==> config.mk <==
export PLATFORM = sky130hd
export DESIGN_NAME = timer_pair_pwm
export DESIGN_NICKNAME = d
export VERILOG_FILES = /design/src/design/pwm_pkg.sv /design/src/design/tick_if.sv /design/src/design/tap_prescaler.sv /design/src/design/timer_pair_pwm.sv
export SDC_FILE = /design/constraint.sdc
export NUM_CORES = 1
export LEC_CHECK = 0
export BUFFER_PORTS_ARGS = -buffer_cell sky130_fd_sc_hd__buf_4
export CAP_MARGIN = 5
export CORE_MARGIN = 2
export CORE_UTILIZATION = 47
export DETAILED_ROUTE_END_ITERATION = 10
export GPL_TIMING_DRIVEN = 0
export PLACE_DENSITY = 0.69
export SLEW_MARGIN = 0
export SYNTH_ARGS = -nofsm -noshare
export SYNTH_HDL_FRONTEND = slang
export SYNTH_SLANG_ARGS = --single-unit
==> constraint.sdc <==
create_clock -name clock -period 4.7 [get_ports clock]
set_clock_uncertainty 0.15 [all_clocks]
set_input_delay 0.47 -clock clock [delete_from_list [all_inputs] [get_ports clock]]
set_output_delay 0.47 -clock clock [all_outputs]
set_load 0.01 [all_outputs]
==> src/design/pwm_pkg.sv <==
// Package with constants shared by the PWM timer pair.
package pwm_pkg;

   localparam logic [1:0] MODE_PWM     = 2'h3;
   localparam logic [1:0] PERIOD_N6    = 2'h1;
   localparam logic [1:0] PERIOD_N7    = 2'h2;
   localparam logic [1:0] PERIOD_N8    = 2'h3;
   localparam logic [7:0] TOP_N6       = 8'h3F;
   localparam logic [7:0] TOP_N7       = 8'h7F;
   localparam logic [7:0] TOP_N8       = 8'hFF;

   localparam logic [1:0] LOW_CLK_EXT  = 2'h0;
   localparam logic [1:0] LOW_CLK_T1   = 2'h1;
   localparam logic [1:0] LOW_CLK_T4   = 2'h2;
   localparam logic [1:0] LOW_CLK_T16  = 2'h3;

   localparam logic [1:0] HIGH_CLK_LOW = 2'h0;
   localparam logic [1:0] HIGH_CLK_T1  = 2'h1;
   localparam logic [1:0] HIGH_CLK_T16 = 2'h2;
   localparam logic [1:0] HIGH_CLK_T256 = 2'h3;

   localparam logic [1:0] FF_OP_INVERT = 2'h0;
   localparam logic [1:0] FF_OP_SET    = 2'h1;
   localparam logic [1:0] FF_OP_CLEAR  = 2'h2;

   localparam int         PRESCALE_W   = 12;
   localparam int         TAP_T1       = 1;
   localparam int         TAP_T4       = 3;
   localparam int         TAP_T16      = 5;
   localparam int         TAP_T256     = 9;

   localparam logic [7:0] CNT_RESET    = 8'h00;
   localparam logic [7:0] DUTY_RESET   = 8'h00;
   localparam logic [7:0] CONST_RESET  = 8'h00;

endpackage

==> src/design/tick_if.sv <==
// Interface carrying the prescaler tap ticks to the timer pair.
`timescale 1ns/1ps
interface tick_if;
   logic t1;
   logic t4;
   logic t16;
   logic t256;
   modport src (output t1, output t4, output t16, output t256);
   modport dst (input t1, input t4, input t16, input t256);
endinterface

==> src/design/tap_prescaler.sv <==
// Free-running prescaler producing one-cycle tap ticks.
`timescale 1ns/1ps
module tap_prescaler (
   input  wire logic clock,
   input  wire logic reset_n,
   tick_if.src       taps
);
   typedef struct packed {
      logic [pwm_pkg::PRESCALE_W-1:0] cnt;
      logic                           t1;
      logic                           t4;
      logic                           t16;
      logic                           t256;
   } pre_state_t;

   pre_state_t st_r;
   pre_state_t st_nxt;

   function automatic logic tap_hit(input logic [pwm_pkg::PRESCALE_W-1:0] c, input int b);
      logic [pwm_pkg::PRESCALE_W-1:0] m;
      m = '0;
      for (int i = 0; i < pwm_pkg::PRESCALE_W; i++) begin
         m[i] = (i <= b);
      end
      return (c & m) == m;
   endfunction

   // The fastest tap ticks every fourth clock, which keeps it below half the clock.
   always_comb begin
      st_nxt      = st_r;
      st_nxt.cnt  = st_r.cnt + 1'b1;
      st_nxt.t1   = tap_hit(st_r.cnt, pwm_pkg::TAP_T1);
      st_nxt.t4   = tap_hit(st_r.cnt, pwm_pkg::TAP_T4);
      st_nxt.t16  = tap_hit(st_r.cnt, pwm_pkg::TAP_T16);
      st_nxt.t256 = tap_hit(st_r.cnt, pwm_pkg::TAP_T256);
   end

   always_ff @(posedge clock or negedge reset_n) begin
      if (!reset_n) begin
         st_r <= '0;
      end else begin
         st_r <= st_nxt;
      end
   end

   assign taps.t1   = st_r.t1;
   assign taps.t4   = st_r.t4;
   assign taps.t16  = st_r.t16;
   assign taps.t256 = st_r.t256;
endmodule // tap_prescaler

==> src/design/timer_pair_pwm.sv <==
// Paired 8-bit timer: low timer PWM generator and high timer interval counter.
`timescale 1ns/1ps
module timer_pair_pwm (
   input  wire logic       clock,
   input  wire logic       reset_n,
   input  wire logic       low_run,
   input  wire logic       high_run,
   input  wire logic [1:0] pair_mode_field,
   input  wire logic [1:0] period_select,
   input  wire logic [1:0] low_clock_select,
   input  wire logic [1:0] high_clock_select,
   input  wire logic       ext_clock_pin,
   input  wire logic       double_buffer_en,
   input  wire logic       duty_write,
   input  wire logic [7:0] duty_write_data,
   input  wire logic       high_const_write,
   input  wire logic [7:0] high_const_write_data,
   input  wire logic       ff_write,
   input  wire logic [1:0] ff_op,
   input  wire logic       toggle_en,
   input  wire logic       pin_route_timer,
   input  wire logic       shared_port_bit,
   output logic            pwm_output_pin,
   output logic            output_flip_flop,
   output logic [7:0]      low_count,
   output logic [7:0]      high_count,
   output logic [7:0]      duty_active,
   output logic            high_match
);
   typedef struct packed {
      logic [7:0] low_cnt;
      logic [7:0] high_cnt;
      logic [7:0] duty_buf;
      logic [7:0] duty_act;
      logic [7:0] high_const;
      logic       ff;
      logic       ext_s1;
      logic       ext_s2;
      logic       ext_s3;
      logic       pin;
      logic       high_match;
   } pair_state_t;

   pair_state_t st_r;
   pair_state_t st_nxt;
   tick_if      taps ();

   tap_prescaler u_prescaler (
      .clock   (clock),
      .reset_n (reset_n),
      .taps    (taps)
   );

   function automatic logic [7:0] overflow_value(input logic [1:0] sel);
      case (sel)
         pwm_pkg::PERIOD_N6: overflow_value = pwm_pkg::TOP_N6;
         pwm_pkg::PERIOD_N7: overflow_value = pwm_pkg::TOP_N7;
         pwm_pkg::PERIOD_N8: overflow_value = pwm_pkg::TOP_N8;
         default:            overflow_value = pwm_pkg::TOP_N8;
      endcase
   endfunction

   logic       pwm_mode;
   logic       ext_rise;
   logic       low_tick;
   logic       high_tick;
   logic [7:0] low_inc;
   logic [7:0] high_inc;
   logic       low_ovf;
   logic       low_match;

   always_comb begin
      pwm_mode = (pair_mode_field == pwm_pkg::MODE_PWM);
      ext_rise = st_r.ext_s2 & ~st_r.ext_s3;
      case (low_clock_select)
         pwm_pkg::LOW_CLK_EXT: low_tick = ext_rise;
         pwm_pkg::LOW_CLK_T1:  low_tick = taps.t1;
         pwm_pkg::LOW_CLK_T4:  low_tick = taps.t4;
         default:              low_tick = taps.t16;
      endcase
      // The low match pulse is never offered to the high timer in PWM mode.
      case (high_clock_select)
         pwm_pkg::HIGH_CLK_LOW: high_tick = 1'b0;
         pwm_pkg::HIGH_CLK_T1:  high_tick = taps.t1;
         pwm_pkg::HIGH_CLK_T16: high_tick = taps.t16;
         default:               high_tick = taps.t256;
      endcase
      low_inc   = st_r.low_cnt + 8'h01;
      high_inc  = st_r.high_cnt + 8'h01;
      low_ovf   = pwm_mode && low_run && low_tick && (low_inc == overflow_value(period_select));
      low_match = pwm_mode && low_run && low_tick && !low_ovf && (low_inc == st_r.duty_act);
   end

   always_comb begin
      st_nxt            = st_r;
      st_nxt.ext_s1     = ext_clock_pin;
      st_nxt.ext_s2     = st_r.ext_s1;
      st_nxt.ext_s3     = st_r.ext_s2;
      st_nxt.high_match = 1'b0;

      // Stopping the low timer clears its counter so a restart begins at zero.
      if (!low_run || !pwm_mode) begin
         st_nxt.low_cnt = pwm_pkg::CNT_RESET;
      end else if (low_ovf) begin
         st_nxt.low_cnt = pwm_pkg::CNT_RESET;
      end else if (low_tick) begin
         st_nxt.low_cnt = low_inc;
      end

      // Without double buffering the write reaches the comparator at once.
      if (duty_write) begin
         st_nxt.duty_buf = duty_write_data;
         if (!double_buffer_en) begin
            st_nxt.duty_act = duty_write_data;
         end
      end
      if (double_buffer_en && low_ovf) begin
         st_nxt.duty_act = duty_write ? duty_write_data : st_r.duty_buf;
      end

      // A software write to the flip-flop takes priority over a toggle in the same cycle.
      if (ff_write) begin
         case (ff_op)
            pwm_pkg::FF_OP_INVERT: st_nxt.ff = ~st_r.ff;
            pwm_pkg::FF_OP_SET:    st_nxt.ff = 1'b1;
            pwm_pkg::FF_OP_CLEAR:  st_nxt.ff = 1'b0;
            default:               st_nxt.ff = st_r.ff;
         endcase
      end else if (toggle_en && (low_ovf || low_match)) begin
         st_nxt.ff = ~st_r.ff;
      end

      if (high_const_write) begin
         st_nxt.high_const = high_const_write_data;
      end
      if (!high_run) begin
         st_nxt.high_cnt = pwm_pkg::CNT_RESET;
      end else if (high_tick) begin
         if (high_inc == st_r.high_const) begin
            st_nxt.high_cnt   = pwm_pkg::CNT_RESET;
            st_nxt.high_match = 1'b1;
         end else begin
            st_nxt.high_cnt = high_inc;
         end
      end

      // Outside PWM mode the pad carries the port bit; the high timer never reaches it.
      st_nxt.pin = (pin_route_timer && pwm_mode) ? st_nxt.ff : shared_port_bit;
   end

   always_ff @(posedge clock or negedge reset_n) begin
      if (!reset_n) begin
         st_r            <= '0;
         st_r.duty_buf   <= pwm_pkg::DUTY_RESET;
         st_r.duty_act   <= pwm_pkg::DUTY_RESET;
         st_r.high_const <= pwm_pkg::CONST_RESET;
      end else begin
         st_r <= st_nxt;
      end
   end

   assign pwm_output_pin   = st_r.pin;
   assign output_flip_flop = st_r.ff;
   assign low_count        = st_r.low_cnt;
   assign high_count       = st_r.high_cnt;
   assign duty_active      = st_r.duty_act;
   assign high_match       = st_r.high_match;
endmodule // timer_pair_pwm

==> results.toml <==
[clock_network]
clock_latency_ns = 0.34
hold_buffers = 0
cts_root_buf = "clkbuf_8"
cts_setup_buffers = 0
cts_tree = "done"
cts-root-to-sink-buffers = 2
clk_pin_slew_ns = 0.07
cts.sinks = 60
cts_max_level = 3
cts_resized = 0
cts_buffers = 9

[power]
pwr-share-comb_pct = 13.9
ir_drop_v = 0.000210
p_sw_uw = 297
seqPwrFrac_pct = 48.7
netSwitchingFraction_pct = 25.4
design_power_total_mw = 1.17
power_frac_clock_pct = 37.4
p_int_uw = 870
powerDensity_nw_per_um2 = 280
p_leak_nw = 2.02

[route]
firstDrtPassIters = 4
ant_nets = 0
vias = 2866
viasPerCell = 5.36
drt-initial-drc-count = 127
wirelength_um = 7400
post-route-drc-count = 0
wl_per_cell_um = 13.8

[synthesis]
ys_warn_count = 0
synth_ff_type = "dfrtp_1"
synthesis.area_um2 = 3410
synth_seq_area_share_pct = 44.1
async_flop_share_pct = 100
synthDistinctLibCells = 51
syn_inst = 359
ys_seq_elements = 60
synth_edf_count = 0
syn_area_per_cell_um2 = 9.49
syn_nets = 402

[flow_run]
cap_violations = 0

[critical_path]
endpoint_kind = "flop"
start_kind = "flop"
critPathMaxFanout = 10
cp_cell_sequence = "ha_1, buf_4, nand3_2, or3_1, a211o_1, nor3b_4, nand2_1, o22ai_1, a21oi_1"
crit_required_ns = 4.75
arrival_ns = 3.20
path_class = "reg -> reg"
cpMaxStageDelayCell = "dfrtp_1"
slowest_delay_ns = 0.49

[global_routing]
grt_pass1_wl_um = 12300
grt_max_degree = 61
antenna_found_initial = 0
grt_pass1_vias = 2773
track_usage_pct = 20.1
grt_overflow = 0

[timing]
fin_setup_tns_ns = 0
slew_violations = 0
finalCritPeriodShare_pct = 67.0
max_freq_mhz = 317
maxSlewHeadroom_pct = 50.8
tightest_slew_ns = 0.738
grt_setup_unrepaired = "no"
setup_violations = 0
fin_crit_ns = 3.15
final_hold_viol_count = 0
hold_slack_ns = 0.0329

[layout]
area_delta_synth_final_pct = 22.4
nets = 474
nFillCells = 660
diodes = 0
multiInputGateArea_um2 = 1560
drive_gt1_share_pct = 28.4
regArea_um2 = 1500

[placement]
numPortBuffers = 61
routabilityCongestion = 0.856
hpwl_um = 5290

[hold_path]
hold_path.class = "in -> async"

[die]
die_y_um = 89.1
pin_count = 65
start_util_pct = 47.7
core_area_um2 = 7140
num_rows = 31
die_w_um = 89.1
die_area_um2 = 7940

[status]
status = "completed"
## Yosys cell counts, types with 8 or more instances
master / count / area, µm²
o21ai_0: 26 / 130
xor2_1: 13 / 114
dfrtp_1: 60 / 1500
nand3_1: 8 / 40.0
xnor2_1: 18 / 158
buf_2: 8 / 40.0
nand4_1: 9 / 56.3
a21oi_1: 10 / 50.1
buf_4: 26 / 195
inv_1: 23 / 86.3
mux2_2: 9 / 101
o22ai_1: 20 / 125
nand2_1: 30 / 113
and3_1: 8 / 50.1
nor2_1: 16 / 60.1
## logic make-up (layout without fill, tap and decap cells)
kind of cell	after synthesis	in the layout	share of synthesized area, %
compound gates	86	86	15.7
xor+xnor	31	31	7.97
fa+ha+maj	5	5	1.84
buf+inv	63	140	10.1
flops	60	60	44.1
mux	14	14	4.85
simple gates	100	100	15.5
## power groups by stage
stage	Clock (mW)	Combinational [mW]	Sequential, mW
after floorplan	0	0.0953	0.571
after global placement	0	0.157	0.576
after detailed placement	0	0.163	0.578
after CTS	0.451	0.163	0.568
after global routing	0.472	0.181	0.571
final	0.436	0.162	0.568
## worst max-delay path, delay by kind of cell, from the launching register on
kind	cells	cell delay (ns)
fa+ha+maj	1	0.20
simple gates	4	1.33
buf+inv	1	0.16
flops	1	0.49
compound gates	3	0.69
## metal layers
| metal | global-route usage [%] | share of wire [%] | vias up |
|---|---|---|---|
| met2 | 34.3 | 51 | 94 |
| li1 | - | - | 1392 |
| met5 | 0 | 0 | - |
| met3 | 4.99 | 5.4 | 16 |
| met1 | 23.7 | 42 | 1364 |
| met4 | 9.36 | 2.2 | 0 |
## worst paths after layout
| path | from | end | slack (ns) | depth (start not counted) |
|---|---|---|---|---|
| max reg2reg | low_count[1]$_DFFE_PN0P_ | duty_active[1]$_DFFE_PN0P_ | 1.55 | 9 |
| min | reset_n | duty_active[5]$_DFFE_PN0P_ | 0.03 | 1 |
| max in group asynchronous | reset_n | st_r[12]$_DFFE_PN0P_ | 3.87 | 1 |
| max | low_count[1]$_DFFE_PN0P_ | duty_active[1]$_DFFE_PN0P_ | 1.55 | 9 |
| min in group clock | ext_clock_pin | st_nxt[3]$_DFF_PN0_ | 0.09 | 1 |
| min reg2reg | st_nxt[3]$_DFF_PN0_ | st_nxt[2]$_DFF_PN0_ | 0.20 | 0 |
## cell type report
cell class,count,area share (%)
Buffer,40,6.18
Clock buffer,10,3.06
Clock inverter,6,1.32
Inverter,23,2.07
Multi-Input combinational cell,236,37.4
Sequential cell,60,36.0
Tap cell,99,2.97
Timing Repair Buffer,61,11.0
## registers in the layout, indices dropped and copies added, names as in the netlist, 2 cells and up
register,flops
low_count,8
st_r,17
u_prescaler.st_r,10
st_nxt,2
high_count,8
duty_active,8
## cell usage in the layout, fill, tap and decap left out, types with 5 or more instances in the layout
cell type / count
buf_4: 87
dfrtp_1: 60
nand2_1: 30
o21ai_0: 26
inv_1: 23
o22ai_1: 20
xnor2_1: 18
nor2_1: 16
xor2_1: 13
a21oi_1: 10
nand4_1: 9
mux2_2: 9
clkbuf_8: 9
nand3_1: 8
buf_2: 8
and3_1: 8
o21ai_1: 7
clkbuf_1: 6
nor2b_1: 5
nor3b_1: 5
nor3_1: 5
ha_1: 5
clkinv_2: 5
## metrics by stage
stage | setup WS [ns] | utilization (%) | cells | area, µm²
2_1_floorplan | 2.15 | - | 359 | 3410
3_3_place_gp | 1.68 | 55.9 | 519 | 3990
3_5_place_dp | 1.63 | 55.9 | 519 | 3990
4_1_cts | 1.59 | 58.4 | 535 | 4170
5_1_grt | 1.41 | 58.4 | 535 | 4170
6_report | 1.55 | 58.4 | 535 | 4170
Note: power is estimated with default switching activity, not from simulation.
